[config.mk]
export PLATFORM = sky130hd
export DESIGN_NAME = tcc_top
export DESIGN_NICKNAME = d
export VERILOG_FILES = /design/src/hdl/tcc_pkg.sv /design/src/hdl/tcc_cap_prescale.sv /design/src/hdl/tcc_top.sv
export SDC_FILE = /design/constraint.sdc
export NUM_CORES = 1
export LEC_CHECK = 0
export BUFFER_PORTS_ARGS = -buffer_cell sky130_fd_sc_hd__buf_2
export CORE_MARGIN = 4
export CORE_UTILIZATION = 58
export DETAILED_ROUTE_END_ITERATION = 10
export PLACE_DENSITY = 0.78
export SETUP_SLACK_MARGIN = 0.5
export SYNTH_ARGS = -nofsm -noshare
export SYNTH_HDL_FRONTEND = slang
export SYNTH_HIERARCHICAL = 1
export SYNTH_SLANG_ARGS = --single-unit
[constraint.sdc]
create_clock -name ref_clk -period 4.55 [get_ports ref_clk]
set_input_delay 0 -clock ref_clk [delete_from_list [all_inputs] [get_ports ref_clk]]
set_output_delay 0 -clock ref_clk [all_outputs]
set_load 0.01 [all_outputs]
[src/hdl/tcc_pkg.sv]
/*
 * Shared constants, types and mode decoding for the timebase capture/compare unit.
 * Assumes a single 50 MHz clock and a byte-wide register port.
 */
`default_nettype none

package tcc_pkg;

    localparam int unsigned ADDR_W = 4;
    localparam int unsigned DATA_W = 8;
    localparam int unsigned TB_W = 16;

    // clock figures: the instruction clock is the reference divided by four
    localparam int unsigned REF_CLK_HZ = 50_000_000;
    localparam int unsigned INSTR_DIV = 4;
    localparam int unsigned INSTR_CLK_HZ = REF_CLK_HZ / INSTR_DIV;

    // register offsets
    localparam logic [ADDR_W-1:0] REG_CTRL = 4'h0;
    localparam logic [ADDR_W-1:0] REG_MATCH_LO = 4'h1;
    localparam logic [ADDR_W-1:0] REG_MATCH_HI = 4'h2;
    localparam logic [ADDR_W-1:0] REG_TB_LO = 4'h3;
    localparam logic [ADDR_W-1:0] REG_TB_HI = 4'h4;
    localparam logic [ADDR_W-1:0] REG_TB_CTRL = 4'h5;
    localparam logic [ADDR_W-1:0] REG_STATUS = 4'h6;

    // values after reset
    localparam logic [DATA_W-1:0] CTRL_RST = 8'h00;
    localparam logic [DATA_W-1:0] TB_CTRL_RST = 8'h00;
    localparam logic [TB_W-1:0] MATCH_RST = 16'h0000;
    localparam logic [TB_W-1:0] TB_RST = 16'h0000;
    localparam logic [TB_W-1:0] TB_MAX = 16'hFFFF;

    // field positions
    localparam int unsigned CTRL_MODE_LSB = 0;
    localparam int unsigned TBC_RUN_BIT = 0;
    localparam int unsigned TBC_EXT_BIT = 1;
    localparam int unsigned ST_EVENT_BIT = 0;
    localparam int unsigned ST_OVF_BIT = 1;
    localparam int unsigned ST_PEND_BIT = 2;
    localparam int unsigned ST_OE_BIT = 3;
    localparam int unsigned ST_OUT_BIT = 4;

    // capture prescale counts
    localparam int unsigned CAP_CNT_W = 4;
    localparam int unsigned CAP_DIV_4 = 4;
    localparam int unsigned CAP_DIV_16 = 16;

    // synchroniser index of each pin
    localparam int unsigned SYNC_N = 2;
    localparam int unsigned SYNC_CAP = 0;
    localparam int unsigned SYNC_EXT = 1;

    // mode select field codes
    localparam logic [3:0] MODE_OFF = 4'h0;
    localparam logic [3:0] MODE_CMP_TOGGLE = 4'h2;
    localparam logic [3:0] MODE_CAP_FALL = 4'h4;
    localparam logic [3:0] MODE_CAP_RISE = 4'h5;
    localparam logic [3:0] MODE_CAP_RISE4 = 4'h6;
    localparam logic [3:0] MODE_CAP_RISE16 = 4'h7;
    localparam logic [3:0] MODE_CMP_SET = 4'h8;
    localparam logic [3:0] MODE_CMP_CLEAR = 4'h9;
    localparam logic [3:0] MODE_CMP_SWINT = 4'hA;
    localparam logic [3:0] MODE_CMP_SPECIAL = 4'hB;

    typedef enum logic [2:0] {
        ACT_NONE,
        ACT_TOGGLE,
        ACT_SET,
        ACT_CLEAR,
        ACT_FLAG,
        ACT_SPECIAL
    } tcc_act_e;

    typedef struct packed {
        logic capture;
        logic cap_fall;
        logic [1:0] cap_scale;
        logic compare;
        logic drive_pin;
        tcc_act_e act;
    } tcc_mode_s;

    function automatic tcc_mode_s tcc_decode(input logic [3:0] m);
        tcc_mode_s r;
        r = '{capture: 1'b0, cap_fall: 1'b0, cap_scale: 2'h0, compare: 1'b0,
              drive_pin: 1'b0, act: ACT_NONE};
        case (m)
            MODE_CAP_FALL: begin
                r.capture = 1'b1;
                r.cap_fall = 1'b1;
            end
            MODE_CAP_RISE: r.capture = 1'b1;
            MODE_CAP_RISE4: begin
                r.capture = 1'b1;
                r.cap_scale = 2'h1;
            end
            MODE_CAP_RISE16: begin
                r.capture = 1'b1;
                r.cap_scale = 2'h2;
            end
            MODE_CMP_TOGGLE: begin
                r.compare = 1'b1;
                r.drive_pin = 1'b1;
                r.act = ACT_TOGGLE;
            end
            MODE_CMP_SET: begin
                r.compare = 1'b1;
                r.drive_pin = 1'b1;
                r.act = ACT_SET;
            end
            MODE_CMP_CLEAR: begin
                r.compare = 1'b1;
                r.drive_pin = 1'b1;
                r.act = ACT_CLEAR;
            end
            MODE_CMP_SWINT: begin
                r.compare = 1'b1;
                r.act = ACT_FLAG;
            end
            MODE_CMP_SPECIAL: begin
                r.compare = 1'b1;
                r.act = ACT_SPECIAL;
            end
            default: r.act = ACT_NONE;
        endcase
        return r;
    endfunction

endpackage

`default_nettype wire

[src/hdl/tcc_cap_prescale.sv]
/*
 * Capture event prescaler: passes every edge, every 4th or every 16th.
 * Assumes the edge input is a one-cycle pulse on the same clock.
 */
`timescale 1ns/1ps
`default_nettype none

module tcc_cap_prescale import tcc_pkg::*; #(
    parameter int unsigned CNT_W = CAP_CNT_W
) (
    input wire logic ref_clk, // system clock
    input wire logic nrst, // async reset, active low
    input wire logic clear, // hold counter at zero
    input wire logic edge_ok, // qualified pin edge, one cycle
    input wire logic [1:0] scale, // 0 every, 1 fourth, 2 sixteenth
    output logic fire // capture event, one cycle
);

    logic [CNT_W-1:0] cnt_q;
    logic [CNT_W-1:0] last;

    always_comb begin
        case (scale)
            2'h1: last = CNT_W'(CAP_DIV_4 - 1);
            2'h2: last = CNT_W'(CAP_DIV_16 - 1);
            default: last = '0;
        endcase
    end

    // >= so a count left over from a larger setting still fires
    assign fire = edge_ok && (cnt_q >= last);

    always_ff @(posedge ref_clk or negedge nrst) begin
        if (!nrst) begin
            cnt_q <= '0;
        end else if (clear) begin
            cnt_q <= '0;
        end else if (fire) begin
            cnt_q <= '0;
        end else if (edge_ok) begin
            cnt_q <= cnt_q + CNT_W'(1);
        end
    end

endmodule

`default_nettype wire

[src/hdl/tcc_top.sv]
/*
 * Capture/compare unit with its 16-bit timebase, register port and pin logic.
 * Assumes a 50 MHz ref_clk that keeps running in sleep, and asynchronous pins.
 */
`timescale 1ns/1ps
`default_nettype none

module tcc_top import tcc_pkg::*; #(
    parameter int unsigned INSTR_DIV_P = INSTR_DIV
) (
    input wire logic ref_clk, // 50 MHz system clock
    input wire logic nrst, // async reset, active low
    input wire logic [ADDR_W-1:0] reg_addr, // register address
    input wire logic [DATA_W-1:0] reg_wdata, // register write data
    input wire logic reg_wr, // write strobe
    input wire logic reg_rd, // read strobe
    output logic [DATA_W-1:0] reg_rdata, // read data, cycle after strobe
    input wire logic cc_pin_in, // capture/compare pin level
    output logic cc_pin_out, // compare output latch
    output logic cc_pin_oe, // high while compare drives the pin
    input wire logic ext_clk_pin, // external timebase clock pin
    input wire logic sleep_mode, // device asleep
    input wire logic adc_enabled, // converter enabled
    output logic adc_start, // conversion start pulse
    output logic event_flag, // capture/compare event flag
    output logic timebase_overflow_flag // timebase wrapped
);

    localparam int unsigned DIV_W = (INSTR_DIV_P > 1) ? $clog2(INSTR_DIV_P) : 1;

    typedef enum logic {
        TRG_IDLE,
        TRG_WAIT
    } tcc_trg_e;

    // registers
    logic [DATA_W-1:0] ctrl_q;
    logic [DATA_W-1:0] tb_ctrl_q;
    logic [TB_W-1:0] match_q;
    logic [TB_W-1:0] tb_q;
    logic [DATA_W-1:0] rdata_q;
    logic event_q;
    logic ovf_q;
    logic out_q;
    logic oe_q;
    logic adc_q;
    tcc_trg_e trg_q;
    logic match_prev_q;
    logic [DIV_W-1:0] div_q;

    // pin synchronisers
    logic [SYNC_N-1:0] sync1_q;
    logic [SYNC_N-1:0] sync2_q;
    logic [SYNC_N-1:0] sync3_q;
    logic [SYNC_N-1:0] pin_raw;

    // decoded strobes and events
    tcc_mode_s mode;
    logic wr_ctrl;
    logic wr_mlo;
    logic wr_mhi;
    logic wr_tlo;
    logic wr_thi;
    logic wr_tbc;
    logic wr_stat;
    logic cap_rise;
    logic cap_fall;
    logic ext_rise;
    logic instr_tick;
    logic tb_tick;
    logic tb_clear;
    logic match_now;
    logic cmp_fire;
    logic cap_edge;
    logic cap_fire;

    function automatic logic hit(input logic [ADDR_W-1:0] a, input logic [ADDR_W-1:0] r);
        return a == r;
    endfunction

    assign mode = tcc_decode(ctrl_q[CTRL_MODE_LSB +: 4]);

    assign wr_ctrl = reg_wr && hit(reg_addr, REG_CTRL);
    assign wr_mlo = reg_wr && hit(reg_addr, REG_MATCH_LO);
    assign wr_mhi = reg_wr && hit(reg_addr, REG_MATCH_HI);
    assign wr_tlo = reg_wr && hit(reg_addr, REG_TB_LO);
    assign wr_thi = reg_wr && hit(reg_addr, REG_TB_HI);
    assign wr_tbc = reg_wr && hit(reg_addr, REG_TB_CTRL);
    assign wr_stat = reg_wr && hit(reg_addr, REG_STATUS);

    assign pin_raw[SYNC_CAP] = cc_pin_in;
    assign pin_raw[SYNC_EXT] = ext_clk_pin;

    // first stage feeds only the second; edges come from stages two and three
    genvar gi;
    generate
        for (gi = 0; gi < SYNC_N; gi++) begin : g_sync
            always_ff @(posedge ref_clk or negedge nrst) begin
                if (!nrst) begin
                    sync1_q[gi] <= 1'b0;
                    sync2_q[gi] <= 1'b0;
                    sync3_q[gi] <= 1'b0;
                end else begin
                    sync1_q[gi] <= pin_raw[gi];
                    sync2_q[gi] <= sync1_q[gi];
                    sync3_q[gi] <= sync2_q[gi];
                end
            end
        end
    endgenerate

    assign cap_rise = sync2_q[SYNC_CAP] && !sync3_q[SYNC_CAP];
    assign cap_fall = !sync2_q[SYNC_CAP] && sync3_q[SYNC_CAP];
    assign ext_rise = sync2_q[SYNC_EXT] && !sync3_q[SYNC_EXT];

    // instruction clock enable, a quarter of the reference rate
    always_ff @(posedge ref_clk or negedge nrst) begin
        if (!nrst) begin
            div_q <= '0;
        end else if (div_q == DIV_W'(INSTR_DIV_P - 1)) begin
            div_q <= '0;
        end else begin
            div_q <= div_q + DIV_W'(1);
        end
    end

    assign instr_tick = (div_q == DIV_W'(INSTR_DIV_P - 1));

    // instruction clock stops in sleep, external clock does not
    always_comb begin
        if (!tb_ctrl_q[TBC_RUN_BIT]) begin
            tb_tick = 1'b0;
        end else if (tb_ctrl_q[TBC_EXT_BIT]) begin
            tb_tick = ext_rise;
        end else begin
            tb_tick = instr_tick && !sleep_mode;
        end
    end

    // capture path
    assign cap_edge = mode.capture && (mode.cap_fall ? cap_fall : cap_rise);

    tcc_cap_prescale #(
        .CNT_W(CAP_CNT_W)
    ) u_prescale (
        .ref_clk(ref_clk),
        .nrst(nrst),
        .clear(!mode.capture),
        .edge_ok(cap_edge),
        .scale(mode.cap_scale),
        .fire(cap_fire)
    );

    // compare path: act on the cycle equality begins, not while it persists
    assign match_now = (tb_q == match_q);
    assign cmp_fire = mode.compare && match_now && !match_prev_q;

    always_ff @(posedge ref_clk or negedge nrst) begin
        if (!nrst) begin
            match_prev_q <= 1'b0;
        end else begin
            match_prev_q <= match_now;
        end
    end

    // special trigger waits for the next timebase edge to clear the count
    always_ff @(posedge ref_clk or negedge nrst) begin
        if (!nrst) begin
            trg_q <= TRG_IDLE;
        end else begin
            case (trg_q)
                TRG_IDLE: begin
                    if (cmp_fire && mode.act == ACT_SPECIAL) begin
                        trg_q <= TRG_WAIT;
                    end
                end
                TRG_WAIT: begin
                    if (mode.act != ACT_SPECIAL || !match_now) begin
                        trg_q <= TRG_IDLE;
                    end else if (tb_tick) begin
                        trg_q <= TRG_IDLE;
                    end
                end
                default: trg_q <= TRG_IDLE;
            endcase
        end
    end

    assign tb_clear = (trg_q == TRG_WAIT) && mode.act == ACT_SPECIAL && match_now && tb_tick;

    // conversion start leaves on the match itself
    always_ff @(posedge ref_clk or negedge nrst) begin
        if (!nrst) begin
            adc_q <= 1'b0;
        end else begin
            adc_q <= cmp_fire && mode.act == ACT_SPECIAL && adc_enabled;
        end
    end

    // timebase counter
    always_ff @(posedge ref_clk or negedge nrst) begin
        if (!nrst) begin
            tb_q <= TB_RST;
        end else if (wr_tlo) begin
            tb_q[7:0] <= reg_wdata;
        end else if (wr_thi) begin
            tb_q[15:8] <= reg_wdata;
        end else if (tb_clear) begin
            tb_q <= TB_RST;
        end else if (tb_tick) begin
            tb_q <= tb_q + 16'h0001;
        end
    end

    // overflow flag: only a genuine wrap sets it, write 1 clears, set wins
    always_ff @(posedge ref_clk or negedge nrst) begin
        if (!nrst) begin
            ovf_q <= 1'b0;
        end else if (tb_tick && !tb_clear && !wr_tlo && !wr_thi && tb_q == TB_MAX) begin
            ovf_q <= 1'b1;
        end else if (wr_stat && reg_wdata[ST_OVF_BIT]) begin
            ovf_q <= 1'b0;
        end
    end

    // match pair doubles as capture store; a capture beats a software write
    always_ff @(posedge ref_clk or negedge nrst) begin
        if (!nrst) begin
            match_q <= MATCH_RST;
        end else if (cap_fire) begin
            match_q <= tb_q;
        end else if (wr_mlo) begin
            match_q[7:0] <= reg_wdata;
        end else if (wr_mhi) begin
            match_q[15:8] <= reg_wdata;
        end
    end

    // event flag: set wins over a software clear in the same cycle
    always_ff @(posedge ref_clk or negedge nrst) begin
        if (!nrst) begin
            event_q <= 1'b0;
        end else if (cap_fire || cmp_fire) begin
            event_q <= 1'b1;
        end else if (wr_stat && reg_wdata[ST_EVENT_BIT]) begin
            event_q <= 1'b0;
        end
    end

    // compare output latch
    always_ff @(posedge ref_clk or negedge nrst) begin
        if (!nrst) begin
            out_q <= 1'b0;
        end else if (wr_ctrl && reg_wdata == CTRL_RST) begin
            out_q <= 1'b0;
        end else if (cmp_fire) begin
            case (mode.act)
                ACT_TOGGLE: out_q <= !out_q;
                ACT_SET: out_q <= 1'b1;
                ACT_CLEAR: out_q <= 1'b0;
                default: out_q <= out_q;
            endcase
        end
    end

    // pin ownership only in the three pin-driving compare modes
    always_ff @(posedge ref_clk or negedge nrst) begin
        if (!nrst) begin
            oe_q <= 1'b0;
        end else begin
            oe_q <= mode.drive_pin;
        end
    end

    // control registers; a direct prescale change keeps the count
    always_ff @(posedge ref_clk or negedge nrst) begin
        if (!nrst) begin
            ctrl_q <= CTRL_RST;
        end else if (wr_ctrl) begin
            ctrl_q <= reg_wdata;
        end
    end

    always_ff @(posedge ref_clk or negedge nrst) begin
        if (!nrst) begin
            tb_ctrl_q <= TB_CTRL_RST;
        end else if (wr_tbc) begin
            tb_ctrl_q <= {6'h00, reg_wdata[TBC_EXT_BIT], reg_wdata[TBC_RUN_BIT]};
        end
    end

    // read data stands only in the cycle after the strobe
    always_ff @(posedge ref_clk or negedge nrst) begin
        if (!nrst) begin
            rdata_q <= '0;
        end else if (reg_rd) begin
            case (reg_addr)
                REG_CTRL: rdata_q <= ctrl_q;
                REG_MATCH_LO: rdata_q <= match_q[7:0];
                REG_MATCH_HI: rdata_q <= match_q[15:8];
                REG_TB_LO: rdata_q <= tb_q[7:0];
                REG_TB_HI: rdata_q <= tb_q[15:8];
                REG_TB_CTRL: rdata_q <= tb_ctrl_q;
                REG_STATUS: begin
                    rdata_q <= '0;
                    rdata_q[ST_EVENT_BIT] <= event_q;
                    rdata_q[ST_OVF_BIT] <= ovf_q;
                    rdata_q[ST_PEND_BIT] <= (trg_q == TRG_WAIT);
                    rdata_q[ST_OE_BIT] <= oe_q;
                    rdata_q[ST_OUT_BIT] <= out_q;
                end
                default: rdata_q <= '0;
            endcase
        end else begin
            rdata_q <= '0;
        end
    end

    assign reg_rdata = rdata_q;
    assign cc_pin_out = out_q;
    assign cc_pin_oe = oe_q;
    assign adc_start = adc_q;
    assign event_flag = event_q;
    assign timebase_overflow_flag = ovf_q;

endmodule

`default_nettype wire

==> reports/results.txt <==
Status -> completed
Initial antenna violation count -> 0
Non-Filler Instances -> 523
Tcrit/Tclk final -> 0.681
Pwr Density -> 442 mW/mm^2
H-tree Lvls -> 3
CTS sink count -> 69
Setup violators final -> 0
Area grow syn2layout -> 10.9%
Setup Fix Bufs, Post-CTS -> 0
Placed insts -> 501
Final setup TNS -> 0 ps
Startpoint Class -> flip-flop
Fin nets -> 470
Die H -> 90.6 microns
EDFF count, synth -> 0
PnR worst setup slack -> 1450 ps
Core Util, Final -> 0.676
Post-synth top cells -> 69 x dfrtp_1, 48 x nand2_1, 31 x o21ai_0
Worst EP arrival -> 3310 ps
VDD IR-drop max -> 0.254 mV
Largest net degree at the start of global routing -> 70
Row count -> 29
CP bufs+invs -> 4
Fraction of registers with async set/reset -> 1.00
Post-synthesis register bit count -> 69
Critical Path Sink Type -> flip-flop
Vias per std cell -> 6.42
Critical path class -> reg -> reg
Seq/Total Area, Yosys -> 0.436
Total grt overflow -> 0
Die Wd -> 90.6 microns
Initial core utilization -> 0.610
Met3 usage -> 0.0425
Dpl hpwl -> 6830 microns
MaxCap Viol Count -> 0
Skew-Pair Late Insertion Delay -> 340 ps
Cell count after synthesis -> 410
Final instance area -> 0.00439 sq mm
DIE AREA -> 0.00821 sq mm
PortBufs -> 32
Syn. warnings -> 6
RSZ-0062 raised after global routing -> false
Worst Path Max Fanout -> 33
Placer Congestion -> 0.950
Hold-fix buffers, CTS -> 7
First-pass GRT wire length -> 16000 microns
Slew margin rel. -> 0.256
Post-synth net total -> 438
Core area -> 0.00649 sq mm
Largest cells by area after synthesis -> dfrtp_1 44%, mux2i_1 5.3%, nand2_1 4.6%
CP cell instances -> inv_1 > nand2_1 > nor3b_1 > inv_1 > ha_1 > inv_1 > ha_1 > nand2b_4 > a2111oi_4 > nor3b_2 > buf_4 > a221o_1
Top Family by Delay on Critical Path -> compound AO/OA/AOI/OAI gates
Post-synth top area cell -> dfrtp_1
Post-synth top area share -> 0.436
M2 GR Usage -> 0.365
CTS tree -> built
Min Clock Period, post-route -> 3100 ps
Clock buffer depth -> 2
Most frequent CP cell -> inv_1
Post-Route Skew -> 6.46 ps
Iteration-0 DRC Markers -> 233
CP Data Required Time -> 4770 ps
1st-pass router iterations -> 5
Top FF cell, synth -> dfrtp_1
CTS clk-pin slew, worst paths -> 70 ps
Critical Path Max Stage Delay -> 510 ps
TritonCTS buffer count -> 9
Worst slew pin tran -> 1100 ps
Total GRT Usage -> 0.245
GRT met1 Usage -> 0.359
Hold Fails Final Rpt -> 0
Post-synth cell types -> 54
Synth Area per Inst -> 9.66 sq um
Post-route ant nets -> 0
Antenna Cells -> 0
Most instantiated library cell after synthesis -> dfrtp_1
Proportion of layout cells with a drive suffix above 1 -> 0.155
Clock Root Buffer -> clkbuf_8
Total wire length -> 9680 microns
Max Freq -> 0.323 GHz
Vias in the first global route -> 3157
Grt peak-use layer -> met2
Io pins -> 33
Residual DRC count -> 0
Final Slew Violations -> 0
Critical path's slowest cell -> a2111oi_4
Routed len/inst -> 18.5 microns
Post-synthesis cell area -> 0.00396 sq mm
Via count -> 3359
Placement Setup Slack -> 1500 ps
Hold crit path type -> in -> reg
PostCTS Resize Cnt -> 0
Leakage -> 0.00192 uW
Area of placed instances -> 0.00416 sq mm
[cells by family (layout without fill, tap and decap cells)]
family / Yosys count / in the layout / share of synthesized area
compound gates: 104 / 104 / 0.174
buf+inv: 33 / 69 / 0.0322
mux: 36 / 36 / 0.107
fa+ha+maj: 8 / 8 / 0.0253
flops: 69 / 69 / 0.436
xor+xnor: 16 / 16 / 0.0354
simple gates: 144 / 144 / 0.190
[worst reg2reg max path, cell delays in order (launching register included)]
cell	delay, ps
dfrtp_1	460
inv_1	120
nand2_1	150
nor3b_1	260
inv_1	70
ha_1	300
inv_1	40
ha_1	270
nand2b_4	150
a2111oi_4	510
nor3b_2	100
buf_4	240
a221o_1	290
[layout make-up]
type	count	area, sq um
Multi-Input combinational cell	308	2110
Fill cell	507	2110
Sequential cell	69	1730
Timing Repair Buffer	42	253
Clock buffer	13	149
Tap cell	77	96.3
Inverter	12	45.0
Clock inverter	2	10.0
[per-stage QoR]
stage	total power, uW	hold slack [ps]
CTS	1930	3.36
finish	1940	8.03
global placement	1490	108
floorplan	1330	-296
detailed placement	1510	110
global route	2050	6.56
[sequential cells by signal, indices dropped and copies added (netlist names), 2 cells and up]
signal / flops
match_q: 16
sync3_q: 2
ctrl_q: 8
sync2_q: 2
tb_q: 16
u_prescale/cnt_q: 4
reg_rdata: 8
sync1_q: 2
div_q: 2
tb_ctrl_q: 2
[worst paths after layout]
path	from	to	slack, ps	cells past startpoint
max	ctrl_q[3]	event_flag	1450	12
min	reg_wdata[6]	tb_q[6]	8	3
max reg2reg	ctrl_q[3]	event_flag	1450	12
min reg2reg	sync1_q[0]	sync2_q[0]	350	0
max in group asynchronous	nrst	match_q[5]	3590	3
min in group asynchronous	nrst	u_prescale/cnt_q[2]	390	3
[layout by cell type, fill, tap and decap left out, drive strengths merged, types with 2 or more instances in the layout]
master / n
nor3: 4
or3: 4
dfrtp: 69
and3: 5
inv: 12
nand3: 8
mux2: 11
nor3b: 2
nand4: 10
a21oi: 19
nand2: 48
nor2b: 4
nand4b: 2
and2: 5
a211oi: 2
clkbuf: 13
nand2b: 8
o311ai: 3
o211ai: 7
clkinv: 2
buf: 35
a31oi: 13
a22o: 5
nand3b: 8
ha: 8
mux2i: 21
nor2: 28
mux4: 4
o31ai: 2
xnor2: 16
o21ai: 32
a22oi: 10
dlygate4sd3: 7
nor4: 4
[metal layers]
layer | vias up | wire length, microns | part of all wire
met5 | - | 0 | 0
met2 | 173 | 4390 | 0.45
met3 | 21 | 709 | 0.073
met4 | 0 | 200 | 0.021
li1 | 1566 | - | -
met1 | 1599 | 4380 | 0.45
[where the power goes]
group	internal, uW	total [uW]	switching, uW	leakage, uW
combinational	279	540	261	0.000998
sequential	761	976	215	0.000835
clock	209	423	215	0.0000833
(Power assumes the default switching activity.)
